### src/design/dmh_pkg.sv
/*
 Constants, states and timing figures of the display module host port.
 Assumes a single system clock; all pins arrive asynchronous to it.
*/
// Summary of operation
// Bus-style strap low: separate strobes; high: enable
// Link strap low: serial; high: 8-bit parallel
// Host talks only while chip select low
// Reset pin low initialises all transfer logic
// Qualifier high marks display data, low command
// Separate-strobe style: shared pin is write strobe
// Enable style: shared pin high reads, low writes
// Separate-strobe style: other pin is read strobe
// Enable style: transfer starts on enable high
// Parallel: drive bus only during host reads
// Serial: line0 clock, line1 in, line2 out
// Serial: line3 high reads, low writes
// Panel supply follows the panel power input
// Chip select high: ignore strobes, float outputs
package dmh_pkg;
    localparam int DATA_W = 8;
    localparam int FIFO_DEPTH = 8;
    localparam int SYS_CLK_NS = 4;
    localparam int LINK_CLK_NS = 48;
    localparam int SER_CLK_BIT = 0;
    localparam int SER_IN_BIT = 1;
    localparam int SER_OUT_BIT = 2;
    localparam int SER_DIR_BIT = 3;
    localparam logic STYLE_SEP = 1'b0;
    localparam logic STYLE_ENA = 1'b1;
    localparam logic LINK_SERIAL = 1'b0;
    localparam logic LINK_PARALLEL = 1'b1;
    localparam logic DIR_WRITE = 1'b0;
    localparam logic DIR_READ = 1'b1;
    localparam logic DC_CMD = 1'b0;
    localparam logic DC_DATA = 1'b1;
    localparam logic [7:0] OE_NONE = 8'h00;
    localparam logic [7:0] OE_ALL = 8'hff;
    localparam logic [7:0] OE_SER = 8'h04;
    localparam logic [3:0] BIT_LAST = 4'h7;
    localparam logic [3:0] BIT_ZERO = 4'h0;
    localparam logic [3:0] BIT_ONE = 4'h1;

    // Idle, then write or read; each leaves back to idle
    typedef enum logic [1:0] {
        DMH_IDLE = 2'b00,
        DMH_WR = 2'b01,
        DMH_RD = 2'b10
    } dmh_state_t;
endpackage : dmh_pkg

### src/design/dmh_fifo.sv
/*
 Small FIFO with valid/ready on both sides and a registered output stage.
 Assumes one clock; i_clr flushes every entry in one cycle.
*/
`timescale 1ns/1ns
module dmh_fifo import dmh_pkg::*; #(
    parameter int WIDTH = 9,
    parameter int DEPTH = FIFO_DEPTH
) (
    input wire logic i_sys_clk,
    input wire logic i_nrst,
    input wire logic i_clr,
    input wire logic i_in_valid,
    input wire logic [WIDTH-1:0] i_in_data,
    output logic o_in_ready,
    output logic o_out_valid,
    output logic [WIDTH-1:0] o_out_data,
    input wire logic i_out_ready
);
    localparam int AW = $clog2(DEPTH);

    generate
        if (DEPTH < 2 || (1 << AW) != DEPTH) begin : g_bad_depth
            $error("dmh_fifo: DEPTH must be a power of two, 2 or more");
        end
    endgenerate

    logic [WIDTH-1:0] mem_r [DEPTH];
    logic [AW-1:0] wp_r, wp_nxt, rp_r, rp_nxt;
    logic [AW:0] cnt_r, cnt_nxt;
    logic rdy_r, rdy_nxt, ov_r, ov_nxt;
    logic [WIDTH-1:0] od_r, od_nxt;
    logic push, pop;

    always_comb begin
        push = i_in_valid && rdy_r;
        pop = (cnt_r != '0) && (!ov_r || i_out_ready);
        wp_nxt = push ? wp_r + 1'b1 : wp_r;
        rp_nxt = pop ? rp_r + 1'b1 : rp_r;
        cnt_nxt = cnt_r + (AW+1)'(push) - (AW+1)'(pop);
        ov_nxt = pop || (ov_r && !i_out_ready);
        od_nxt = pop ? mem_r[rp_r] : od_r;
        if (i_clr) begin
            wp_nxt = '0;
            rp_nxt = '0;
            cnt_nxt = '0;
            ov_nxt = 1'b0;
        end
        // Ready is registered, so it is judged from the next count
        rdy_nxt = cnt_nxt != (AW+1)'(DEPTH);
    end

    always_ff @(posedge i_sys_clk or negedge i_nrst) begin
        if (!i_nrst) begin
            wp_r <= '0;
            rp_r <= '0;
            cnt_r <= '0;
            rdy_r <= 1'b0;
            ov_r <= 1'b0;
            od_r <= '0;
        end else begin
            wp_r <= wp_nxt;
            rp_r <= rp_nxt;
            cnt_r <= cnt_nxt;
            rdy_r <= rdy_nxt;
            ov_r <= ov_nxt;
            od_r <= od_nxt;
        end
    end

    always_ff @(posedge i_sys_clk) begin
        if (push) begin
            mem_r[wp_r] <= i_in_data;
        end
    end

    assign o_in_ready = rdy_r;
    assign o_out_valid = ov_r;
    assign o_out_data = od_r;
endmodule : dmh_fifo

### src/design/dmh_host_port.sv
/*
 Host port of the display module: parallel (two bus styles) or serial
 link, bytes tagged data/command into a FIFO, read bytes driven back.
 Assumes every pin is asynchronous and sampled by i_sys_clk; host
 strobe phases must last several system clocks.
*/
`timescale 1ns/1ns
module dmh_host_port import dmh_pkg::*; #(
    parameter int DW = DATA_W,
    parameter int DEPTH = FIFO_DEPTH
) (
    input wire logic i_sys_clk,
    input wire logic i_nrst,
    input wire logic i_bus_style_select,
    input wire logic i_link_type_select,
    input wire logic i_cs_n,
    input wire logic i_reset_n,
    input wire logic i_dc,
    input wire logic i_wr_n_rw,
    input wire logic i_rd_n_en,
    input wire logic [DW-1:0] i_data,
    output logic [DW-1:0] o_data,
    output logic [DW-1:0] o_data_oe,
    input wire logic i_panel_power_ctl,
    output logic o_panel_power_on,
    output logic o_init_active,
    output logic o_rx_valid,
    output logic [DW-1:0] o_rx_data,
    output logic o_rx_is_data,
    input wire logic i_rx_ready,
    input wire logic [DW-1:0] i_rd_data,
    output logic o_rd_req,
    output logic o_overrun
);
    generate
        if (DW != 8) begin : g_bad_dw
            $error("dmh_host_port: the host bus is 8 bits wide");
        end
    endgenerate

    localparam int NS = DW + 8;
    logic [NS-1:0] pins_s;
    logic style_s, link_s, cs_n_s, rstpin_s, dc_s, wr_s, rd_s, pwr_s;
    logic [DW-1:0] d_s;

    dmh_sync #(.W(NS)) u_sync (
        .i_sys_clk(i_sys_clk),
        .i_nrst(i_nrst),
        .i_async({i_bus_style_select, i_link_type_select, i_cs_n,
                  i_reset_n, i_dc, i_wr_n_rw, i_rd_n_en,
                  i_panel_power_ctl, i_data}),
        .o_sync(pins_s)
    );
    assign {style_s, link_s, cs_n_s, rstpin_s, dc_s, wr_s, rd_s, pwr_s,
            d_s} = pins_s;

    dmh_state_t state_r, state_nxt;
    logic style_r, style_nxt, link_r, link_nxt;
    logic wr_q_r, wr_q_nxt, rd_q_r, rd_q_nxt, scl_q_r, scl_q_nxt;
    logic pend_r, pend_nxt, pend_dc_r, pend_dc_nxt;
    logic [DW-1:0] pend_byte_r, pend_byte_nxt;
    logic [DW-1:0] sh_r, sh_nxt;
    logic [3:0] bit_cnt_r, bit_cnt_nxt;
    logic sdir_r, sdir_nxt;
    logic [DW-1:0] oe_r, oe_nxt, dout_r, dout_nxt;
    logic rd_req_r, rd_req_nxt, pwr_r, pwr_nxt;
    logic ovr_r, ovr_nxt, init_r, init_nxt;
    logic fifo_ready, fifo_clr;
    logic cs_act, scl_rise, scl_fall, cap;
    logic [DW-1:0] cap_byte;
    logic [DW:0] fifo_out;

    dmh_fifo #(.WIDTH(DW + 1), .DEPTH(DEPTH)) u_fifo (
        .i_sys_clk(i_sys_clk),
        .i_nrst(i_nrst),
        .i_clr(fifo_clr),
        .i_in_valid(pend_r),
        .i_in_data({pend_dc_r, pend_byte_r}),
        .o_in_ready(fifo_ready),
        .o_out_valid(o_rx_valid),
        .o_out_data(fifo_out),
        .i_out_ready(i_rx_ready)
    );
    assign o_rx_is_data = fifo_out[DW];
    assign o_rx_data = fifo_out[DW-1:0];
    assign fifo_clr = !rstpin_s;

    always_comb begin
        state_nxt = state_r;
        style_nxt = style_r;
        link_nxt = link_r;
        wr_q_nxt = wr_s;
        rd_q_nxt = rd_s;
        scl_q_nxt = d_s[SER_CLK_BIT];
        sh_nxt = sh_r;
        bit_cnt_nxt = bit_cnt_r;
        sdir_nxt = sdir_r;
        oe_nxt = oe_r;
        dout_nxt = dout_r;
        rd_req_nxt = 1'b0;
        pwr_nxt = pwr_s;
        ovr_nxt = ovr_r;
        init_nxt = !rstpin_s;
        cap = 1'b0;
        cap_byte = d_s;
        cs_act = !cs_n_s;
        // Edge memories reset low; the synced reset pin hides that edge
        scl_rise = d_s[SER_CLK_BIT] && !scl_q_r;
        scl_fall = !d_s[SER_CLK_BIT] && scl_q_r;
        if (!cs_act) begin
            // Straps are taken only between transfers so a strap that
            // moves mid-transfer cannot split a byte
            style_nxt = style_s;
            link_nxt = link_s;
            state_nxt = DMH_IDLE;
            bit_cnt_nxt = BIT_ZERO;
            oe_nxt = OE_NONE;
        end else if (link_r == LINK_PARALLEL) begin
            unique case (state_r)
                DMH_IDLE: begin
                    if (style_r == STYLE_SEP) begin
                        if (!rd_s) begin
                            state_nxt = DMH_RD;
                        end else if (wr_s && !wr_q_r) begin
                            cap = 1'b1;
                        end
                    end else if (rd_s && !rd_q_r) begin
                        state_nxt = wr_s ? DMH_RD : DMH_WR;
                    end
                end
                DMH_WR: begin
                    if (!rd_s) begin
                        cap = 1'b1;
                        state_nxt = DMH_IDLE;
                    end
                end
                DMH_RD: begin
                    if ((style_r == STYLE_SEP) == rd_s) begin
                        state_nxt = DMH_IDLE;
                        rd_req_nxt = 1'b1;
                    end
                end
                default: state_nxt = DMH_IDLE;
            endcase
            oe_nxt = (state_nxt == DMH_RD) ? OE_ALL : OE_NONE;
            dout_nxt = i_rd_data;
        end else begin
            if (bit_cnt_r == BIT_ZERO) begin
                sdir_nxt = d_s[SER_DIR_BIT];
                sh_nxt = i_rd_data;
                dout_nxt = OE_NONE;
                dout_nxt[SER_OUT_BIT] = i_rd_data[DW-1];
            end
            if (scl_rise) begin
                bit_cnt_nxt = (bit_cnt_r == BIT_LAST) ? BIT_ZERO :
                              bit_cnt_r + BIT_ONE;
                if (sdir_nxt == DIR_WRITE) begin
                    sh_nxt = {sh_r[DW-2:0], d_s[SER_IN_BIT]};
                    if (bit_cnt_r == BIT_LAST) begin
                        cap = 1'b1;
                        cap_byte = {sh_r[DW-2:0], d_s[SER_IN_BIT]};
                    end
                end else if (bit_cnt_r == BIT_LAST) begin
                    rd_req_nxt = 1'b1;
                end
            end else if (scl_fall && bit_cnt_r != BIT_ZERO &&
                         sdir_r == DIR_READ) begin
                sh_nxt = {sh_r[DW-2:0], 1'b0};
                dout_nxt[SER_OUT_BIT] = sh_r[DW-2];
            end
            oe_nxt = (sdir_nxt == DIR_READ) ? OE_SER : OE_NONE;
        end
        pend_nxt = pend_r && !fifo_ready;
        pend_dc_nxt = pend_dc_r;
        pend_byte_nxt = pend_byte_r;
        if (cap) begin
            // A byte is only lost if the previous one is still stuck
            if (pend_r && !fifo_ready) begin
                ovr_nxt = 1'b1;
            end else begin
                pend_nxt = 1'b1;
                pend_dc_nxt = dc_s;
                pend_byte_nxt = cap_byte;
            end
        end
        if (!rstpin_s) begin
            state_nxt = DMH_IDLE;
            bit_cnt_nxt = BIT_ZERO;
            pend_nxt = 1'b0;
            oe_nxt = OE_NONE;
            ovr_nxt = 1'b0;
            rd_req_nxt = 1'b0;
        end
    end

    always_ff @(posedge i_sys_clk or negedge i_nrst) begin
        if (!i_nrst) begin
            state_r <= DMH_IDLE;
            style_r <= STYLE_SEP;
            link_r <= LINK_SERIAL;
            wr_q_r <= 1'b0;
            rd_q_r <= 1'b0;
            scl_q_r <= 1'b0;
            pend_r <= 1'b0;
            pend_dc_r <= DC_CMD;
            pend_byte_r <= '0;
            sh_r <= '0;
            bit_cnt_r <= BIT_ZERO;
            sdir_r <= DIR_WRITE;
            oe_r <= OE_NONE;
            dout_r <= '0;
            rd_req_r <= 1'b0;
            pwr_r <= 1'b0;
            ovr_r <= 1'b0;
            init_r <= 1'b1;
        end else begin
            state_r <= state_nxt;
            style_r <= style_nxt;
            link_r <= link_nxt;
            wr_q_r <= wr_q_nxt;
            rd_q_r <= rd_q_nxt;
            scl_q_r <= scl_q_nxt;
            pend_r <= pend_nxt;
            pend_dc_r <= pend_dc_nxt;
            pend_byte_r <= pend_byte_nxt;
            sh_r <= sh_nxt;
            bit_cnt_r <= bit_cnt_nxt;
            sdir_r <= sdir_nxt;
            oe_r <= oe_nxt;
            dout_r <= dout_nxt;
            rd_req_r <= rd_req_nxt;
            pwr_r <= pwr_nxt;
            ovr_r <= ovr_nxt;
            init_r <= init_nxt;
        end
    end

    assign o_data = dout_r;
    assign o_data_oe = oe_r;
    assign o_rd_req = rd_req_r;
    assign o_panel_power_on = pwr_r;
    assign o_overrun = ovr_r;
    assign o_init_active = init_r;
endmodule : dmh_host_port

### src/design/dmh_sync.sv
/*
 Two-flop synchroniser for a vector of independent pin levels.
 Assumes each bit is a level; multi-bit words are not coherent.
*/
`timescale 1ns/1ns
module dmh_sync import dmh_pkg::*; #(
    parameter int W = 1
) (
    input wire logic i_sys_clk,
    input wire logic i_nrst,
    input wire logic [W-1:0] i_async,
    output logic [W-1:0] o_sync
);
    logic [W-1:0] meta_r;
    logic [W-1:0] sync_r;

    generate
        if (W < 1) begin : g_bad_w
            $error("dmh_sync: W must be at least 1");
        end
    endgenerate

    always_ff @(posedge i_sys_clk or negedge i_nrst) begin
        if (!i_nrst) begin
            meta_r <= '0;
            sync_r <= '0;
        end else begin
            meta_r <= i_async;
            sync_r <= meta_r;
        end
    end

    assign o_sync = sync_r;
endmodule : dmh_sync

### config.mk
export PLATFORM = sky130hd
export DESIGN_NAME = dmh_host_port
export DESIGN_NICKNAME = d
export VERILOG_FILES = /design/src/design/dmh_pkg.sv /design/src/design/dmh_fifo.sv /design/src/design/dmh_host_port.sv /design/src/design/dmh_sync.sv
export SDC_FILE = /design/constraint.sdc
export NUM_CORES = 1
export LEC_CHECK = 0
export ABC_CLOCK_PERIOD_IN_PS = 4940
export BUFFER_PORTS_ARGS = -buffer_cell sky130_fd_sc_hd__buf_2
export CAP_MARGIN = 5
export CORE_ASPECT_RATIO = 0.5
export CORE_MARGIN = 3
export CORE_UTILIZATION = 60
export CTS_BUF_LIST = sky130_fd_sc_hd__clkbuf_16
export DETAILED_ROUTE_END_ITERATION = 7
export PLACE_DENSITY = 0.9
export SLEW_MARGIN = 20
export SYNTH_ARGS = -nofsm -noshare
export SYNTH_HDL_FRONTEND = slang
export SYNTH_SLANG_ARGS = --single-unit
export TNS_END_PERCENT = 10
### constraint.sdc
create_clock -name i_sys_clk -period 4.94 [get_ports i_sys_clk]
set_input_delay 0.988 -clock i_sys_clk [delete_from_list [all_inputs] [get_ports i_sys_clk]]
set_output_delay 0.988 -clock i_sys_clk [all_outputs]
set_load 0.02 [all_outputs]
==> results of run 1 <==
worst max-delay path by stage:
| stage | from | to | slack [ps] | cells after the start |
|---|---|---|---|---|
| 2_1_floorplan | i_rx_ready | u_fifo.o_in_ready | 1580 | 9 |
| 5_1_grt | u_fifo.cnt_r[2] | u_fifo.o_in_ready | 1410 | 12 |
| 6_report | u_fifo.cnt_r[2] | u_fifo.o_in_ready | 1460 | 12 |
| 3_5_place_dp | i_rx_ready | u_fifo.o_in_ready | 1410 | 11 |
| 3_3_place_gp | i_rx_ready | u_fifo.o_in_ready | 1590 | 11 |
| 4_1_cts | u_fifo.cnt_r[2] | u_fifo.o_in_ready | 1530 | 12 |
cells in the final DEF (no fill, tap or decap), types with 5 or more instances in the layout:
master     netlist  layout
a22o_1           7       7
mux4_2          18      18
o21a_1           7       7
a221o_1          6       6
dfrtp_1         95      95
o22a_1           7       7
edfxtp_1        72      72
inv_1           11      12
and2b_1          5       5
buf_2            1      55
nand2b_1         8       8
buf_4            7       6
nand2_1         18      18
clkbuf_16        0      20
a21oi_1         22      22
mux2i_1         11      11
nor2_1          33      33
ha_1             9       9
cells by family (layout without fill, tap and decap cells):
logic type | count (synthesis) | in the layout | share of synthesized area
buf+inv | 30 | 104 | 0.02405
xor+xnor | 8 | 8 | 0.01077
fa+ha+maj | 10 | 10 | 0.02040
mux | 34 | 34 | 0.08948
compound gates | 67 | 67 | 0.07351
simple gates | 92 | 92 | 0.07966
flops | 168 | 168 | 0.7021
flip-flops by register name, summed over array words and instances (netlist names), 2 cells and up:
name               cells
bit_cnt_r              4
o_data                 8
o_data_oe              2
pend_byte_r            8
sh_r                   7
state_r                2
u_fifo.cnt_r           4
u_fifo.mem_r          72
u_fifo.o_out_data      9
u_fifo.rp_r            3
u_fifo.wp_r            3
u_sync.meta_r         16
u_sync.o_sync         16
worst register-to-register path, delay by kind of cell, from the launching register on:
kind | cells | cell delay, ps
XOR/XNOR | 1 | 240
AND/OR/NAND/NOR | 3 | 1110
adder cells (fa/ha/maj) | 4 | 1150
buffers and inverters | 3 | 380
AO/OA/AOI/OAI | 1 | 100
flip-flops | 1 | 370
metal layers:
layer | vias up | GRT usage | share of wire
li1 | 1625 | - | -
met1 | 1862 | 0.3119 | 0.42
met2 | 174 | 0.3829 | 0.48
met3 | 36 | 0.06822 | 0.070
met4 | 0 | 0.09067 | 0.025
met5 | - | 0 | 0
layout make-up:
class | instances | share of cell area
Sequential cell | 168 | 0.6127
Timing Repair Buffer | 61 | 0.04298
Multi-Input combinational cell | 211 | 0.2389
Tap cell | 140 | 0.02351
Clock inverter | 12 | 0.009234
Inverter | 11 | 0.005541
Clock buffer | 20 | 0.06716
power breakdown:
group / internal (uW) / leakage (uW) / switching [uW]
Clock: 726 / 0.000289 / 532
Combinational: 334 / 0.000877 / 389
Sequential: 1630 / 0.00183 / 164
Total: 2690 / 0.00299 / 1090
per-stage QoR:
step	instances	worst slack, ps
2_1_floorplan	409	1581
3_3_place_gp	591	1587
3_5_place_dp	591	1412
4_1_cts	623	1527
5_1_grt	623	1407
6_report	623	1455
==> impl_results.md, run 1 <==
- Status: finished, final reports clean
- CP Cell Sequence: inv_1, ha_1, nor3b_1, a21oi_1, buf_4, ha_1, inv_1, ha_1, fa_1, xnor2_1, nor2_1, or4b_2
- TritonCTS clock tree: yes
- Cell Rows: 26
- Antenna viol nets, final: 0
- Final hold slack: 346.8 ps
- Total Power: 3778 uW
- Root cell of the clock tree: clkbuf_16
- Wire length per cell: 21.63 um
- WS Path Type: reg2reg
- Vias in the first global route: 3880
- Hold-fix buffers, CTS: 0
- Cell family with most CP delay: adder cells
- CTS sink cnt: 168
- Slew headroom: 0.3109
- Max-slew violations: 0
- Post-CTS sizing: 0
- Reg-to-reg slack, setup: 1460 ps
- Seq cells post-synth: 168
- Most frequent cell after synthesis: dfrtp_1
- Post-synth top area share: 0.3656
- CP peak stage delay: 660 ps
- WHS Path Cells: 0
- PortBufs: 56
- Io pins: 57
- Gr ovfl total: 0
- Min Clock Period, post-route: 3485 ps
- Nets: 507
- Vias: 3697
- Final WL: 13.47 mm
- Setup TNS: 0 ps
- Reg2reg end: u_fifo.o_in_ready
- Setup bufs post-CTS: 0
- PwrDens: 507.0 nW/um^2
- Ant. Diodes: 0
- Clock Skew: 5.827 ps
- Cell area after layout: 7452 um^2
- Post-Syn Nets: 446
- Critical path required time: 5220 ps
- Max Buffers Root-to-Sink: 2
- Initial antenna violation count: 0
- Synth area leaders: dfrtp_1 37%, edfxtp_1 33%, mux4_2 6.2%
- Die area: 12200 um^2
- First-pass GRT wire length: 21.47 mm
- Critical Path Sink Type: flop
- Core ar.: 10380 um^2
- MaxCap Viol Count: 0
- Iteration-0 DRC Markers: 303
- Util after Layout: 0.7181
- Post-Synthesis Cells: 409
- Die X: 153.2 um
- Total of fill cells in the finished design: 575
- Clk Latency, worst-skew pair: 420 ps
- # DRC: 0
- Area of the multi-input gates: 1780 um^2
- Crit path DAT: 3770 ps
- HPWL Detailed: 7.907 mm
- Chip height: 79.61 um
- DR pass1 iterations: 4
- Leakage: 0.002992 uW
- Yosys top cell by area: dfrtp_1
- Sequential cell area: 4566 um^2
- Setup-failing EPs final: 0
- Hold Fails Final Rpt: 0
- Commonest cells post-synth: 95 x dfrtp_1, 72 x edfxtp_1, 33 x nor2_1
- Ys Warns: 0
- Post-synthesis sequential area ratio: 0.7021
- Worst min-delay path category: reg2reg
- CP Max Fanout: 22
- Inserted Clock Buffers: 17
- Slowest-stage cell, CP: or4b_2
- RSZ-0062 raised after global routing: no
- Top cell by count, worst path: ha_1
- H-tree depth: 4
- Placement Cell Area: 6883 um^2
- Worst Setup Start Kind: flop
- Period utilisation layout: 0.7055
- GRT Total Usage: 0.2368
- Vias per inst: 5.934
- FF-to-FF Start: u_fifo.cnt_r[2]
- Avg Cell Area, Syn: 15.90 um^2
- Layout cells sized above 1: 0.2629
- Max Clk Rate: 286.9 MHz
- Primary FF master, synth: dfrtp_1
- Post-Synthesis Cell Area: 6502 um^2
- Hold Path End: o_panel_power_on
- Hold_sp: u_sync.o_sync[8]
- Largest net degree at the start of global routing: 62
- Reg2Reg Depth: 12
- Reg clk slew, reported paths: 60 ps
- Area grow syn2layout: 14.60%
- Number of synthesized flops with an enable pin: 72
- Cell variety after synth: 60
- Worst Path Buf+Inv: 3
- Fraction of registers with async set/reset: 0.5714
- Peak supply drop: 0.3272 mV
- Worst-margin pin slew: 1030 ps
- Gp weighted congestion: 0.7673
- Initial Util: 0.6266
Note: power is estimated with default switching activity, not from simulation.
==> run 2, diff against run 1 <==
--- a/config.mk
+++ b/config.mk
@@ -5,15 +5,15 @@
 export SDC_FILE = /design/constraint.sdc
 export NUM_CORES = 1
 export LEC_CHECK = 0
-export ABC_CLOCK_PERIOD_IN_PS = 4940
+export ABC_CLOCK_PERIOD_IN_PS = 3550
 export BUFFER_PORTS_ARGS = -buffer_cell sky130_fd_sc_hd__buf_2
 export CAP_MARGIN = 5
 export CORE_ASPECT_RATIO = 0.5
 export CORE_MARGIN = 3
-export CORE_UTILIZATION = 60
+export CORE_UTILIZATION = 59
 export CTS_BUF_LIST = sky130_fd_sc_hd__clkbuf_16
 export DETAILED_ROUTE_END_ITERATION = 7
-export PLACE_DENSITY = 0.9
+export PLACE_DENSITY = 0.89
 export SLEW_MARGIN = 20
 export SYNTH_ARGS = -nofsm -noshare
 export SYNTH_HDL_FRONTEND = slang
==> constraint.sdc (replaced) <==
create_clock -name i_sys_clk -period 3.55 [get_ports i_sys_clk]
set_input_delay 0.71 -clock i_sys_clk [delete_from_list [all_inputs] [get_ports i_sys_clk]]
set_output_delay 0.71 -clock i_sys_clk [all_outputs]
set_load 0.02 [all_outputs]
==> run 2 against run 1 <==
Clock skew increased by 7.5 ps. Fmax is 8.2% higher. Setup slack lost 1100 ps. Routed wire length shrank 3.2%. Sequential share of layout area grew 0.12 points. Critical path type unchanged. Highest routed layer unchanged.
==> impl_results.md, run 2 (same netlist as run 1, synthesis figures left out) <==
- Status: finished, final reports clean (unchanged)
- Setup TNS: 0 ps (unchanged)
- Largest register FFs: 72 (unchanged)
- Critical Path Sink Type: flop (unchanged)
- CP Max Fanout: 2 (was 22)
- Root cell of the clock tree: clkbuf_16 (unchanged)
- Crit path DAT: 3500 ps (was 3770 ps)
- TritonCTS clock tree: yes (unchanged)
- Die area: 12390 um^2 (was 12200 um^2)
- Io pins: 57 (unchanged)
- HPWL Detailed: 8.193 mm (was 7.907 mm)
- GRT Total Usage: 0.2285 (was 0.2368)
- Initial antenna violation count: 0 (unchanged)
- Setup bufs post-CTS: 0 (unchanged)
- Worst Setup Start Kind: flop (unchanged)
- CP peak stage delay: 690 ps (was 660 ps)
- Clock Skew: 13.36 ps (was 5.827 ps)
- Slowest-stage cell, CP: or4b_2 (unchanged)
- Period utilisation layout: 0.9073 (was 0.7055)
- Hold-fix buffers, CTS: 0 (unchanged)
- Peak supply drop: 0.4064 mV (was 0.3272 mV)
- Max Clk Rate: 310.5 MHz (was 286.9 MHz)
- Setup-failing EPs final: 0 (unchanged)
- Most frequent cells in the layout: 95 x dfrtp_1, 72 x edfxtp_1, 55 x buf_2 (unchanged)
- Nets: 507 (unchanged)
- Post-CTS sizing: 0 (unchanged)
- Worst-margin pin slew: 941.5 ps (was 1030 ps)
- Most common cell after layout, fill and taps aside: dfrtp_1 (unchanged)
- PortBufs: 56 (unchanged)
- Layout cells sized above 1: 0.2629 (unchanged)
- Total of fill cells in the finished design: 648 (was 575)
- Vias: 3701 (was 3697)
- Core ar.: 10480 um^2 (was 10380 um^2)
- Chip height: 80.24 um (was 79.61 um)
- Final hold slack: 295.6 ps (was 346.8 ps)
- CTS sink cnt: 168 (unchanged)
- Max-slew violations: 0 (unchanged)
- RSZ-0062 raised after global routing: no (unchanged)
- Gp weighted congestion: 0.8502 (was 0.7673)
- Vias in the first global route: 3776 (was 3880)
- Clk Latency, worst-skew pair: 430 ps (was 420 ps)
- # DRC: 0 (unchanged)
- Top reg by flops: u_fifo.mem_r (unchanged)
- H-tree depth: 4 (unchanged)
- Final WL: 13.05 mm (was 13.47 mm)
- First-pass GRT wire length: 20.73 mm (was 21.47 mm)
- Reg clk slew, reported paths: 60 ps (about the same)
- Top cell by count, worst path: ha_1 (unchanged)
- Gr ovfl total: 0 (unchanged)
- DR pass1 iterations: 5 (was 4)
- Wire length per cell: 20.94 um (was 21.63 um)
- PwrDens: 701.5 nW/um^2 (was 507.0 nW/um^2)
- Slew headroom: 0.3723 (was 0.3109)
- Inserted Clock Buffers: 17 (unchanged)
- Ant. Diodes: 0 (unchanged)
- Largest net degree at the start of global routing: 87 (was 62)
- Max Buffers Root-to-Sink: 2 (unchanged)
- Initial Util: 0.6208 (was 0.6266)
- MaxCap Viol Count: 0 (unchanged)
- Hold Fails Final Rpt: 0 (unchanged)
- Cell Rows: 26 (unchanged)
- Vias per inst: 5.941 (was 5.934)
- Reg-to-reg slack, setup: 330 ps (was 1460 ps)
- Area grow syn2layout: 14.37% (was 14.60%)
- Min Clock Period, post-route: 3221 ps (was 3485 ps)
- Leakage: 0.002976 uW (was 0.002992 uW)
- WS Path Type: reg2reg (unchanged)
- Critical path required time: 3830 ps (was 5220 ps)
- Die X: 154.5 um (was 153.2 um)
- Worst min-delay path category: in2async (was reg2reg)
- Antenna viol nets, final: 0 (unchanged)
- CP Cell Sequence: inv_1, ha_1, nor3b_1, a21oi_1, ha_1, inv_1, ha_1, fa_1, xnor2_1, nor2_1, or4b_2 (was inv_1, ha_1, nor3b_1, a21oi_1, buf_4, ha_1, inv_1, ha_1, fa_1, xnor2_1, nor2_1, or4b_2)
- Iteration-0 DRC Markers: 375 (was 303)
## run 2: changes by cell type in the layout (fill, tap and decap cells not counted)
cell / before / now
buf_4: 6 / 5
bufinv_16: 0 / 1
clkbuf_16: 20 / 17
inv_6: 1 / 4
clkinvlp_4: 1 / 2
buf_6: 0 / 1
inv_2: 2 / 0
## run 2: power by group
group | switching, uW | internal (uW)
Clock | 758 | 964
Combinational | 511 | 464
Sequential | 250 | 2270
## run 2: per-stage QoR
| step | cells | utilization | power [uW] | cell area (um^2) | setup slack, ps |
|---|---|---|---|---|---|
| finish | 623 | 0.7100 | 5217 | 7437 | 329.0 |
| global route | 623 | 0.7100 | 5443 | 7437 | 259.7 |
| CTS | 623 | 0.7096 | 5241 | 7433 | 415.1 |
| detailed placement | 591 | 0.6571 | 3492 | 6883 | 544.5 |
| global placement | 591 | 0.6571 | 3413 | 6883 | 662.8 |
| floorplan | 409 | - | 3169 | 6502 | 469.3 |
## run 2: layer usage
metal  part of all wire  GRT usage
met1               0.41     0.2932
met2               0.48     0.3587
met3              0.073    0.07750
met4              0.038     0.1057
met5                  0          0
## run 2: final timing paths
path | startpoint | endpoint | cells after the start
hold / removal | i_nrst | u_fifo.o_out_data[8] | 1
hold reg to reg | u_sync.meta_r[13] | u_sync.o_sync[13] | 0
max in group asynchronous | i_nrst | u_sync.o_sync[0] | 2
setup reg to reg | u_fifo.cnt_r[2] | u_fifo.o_in_ready | 11
setup / recovery | u_fifo.cnt_r[2] | u_fifo.o_in_ready | 11
min in group i_sys_clk | u_sync.meta_r[13] | u_sync.o_sync[13] | 0
## run 2: critical path, delay by kind of cell, from the launching register on
kind	cells	cell delay (ps)
buffers and inverters	2	170
XOR/XNOR	1	170
flip-flops	1	360
adder cells (fa/ha/maj)	4	1120
AO/OA/AOI/OAI	1	130
AND/OR/NAND/NOR	3	1130
## run 2: cell type report
type                       instances  area, um^2  share of cell area
clock buffer                      17       425.4             0.05720
clock inverter                    15       125.1             0.01682
inverter                          11       41.29            0.005552
multi-input combinational        211        1780              0.2394
sequential                       168        4566              0.6139
tap                              140       175.2             0.02355
timing repair buffer              61       324.1             0.04357
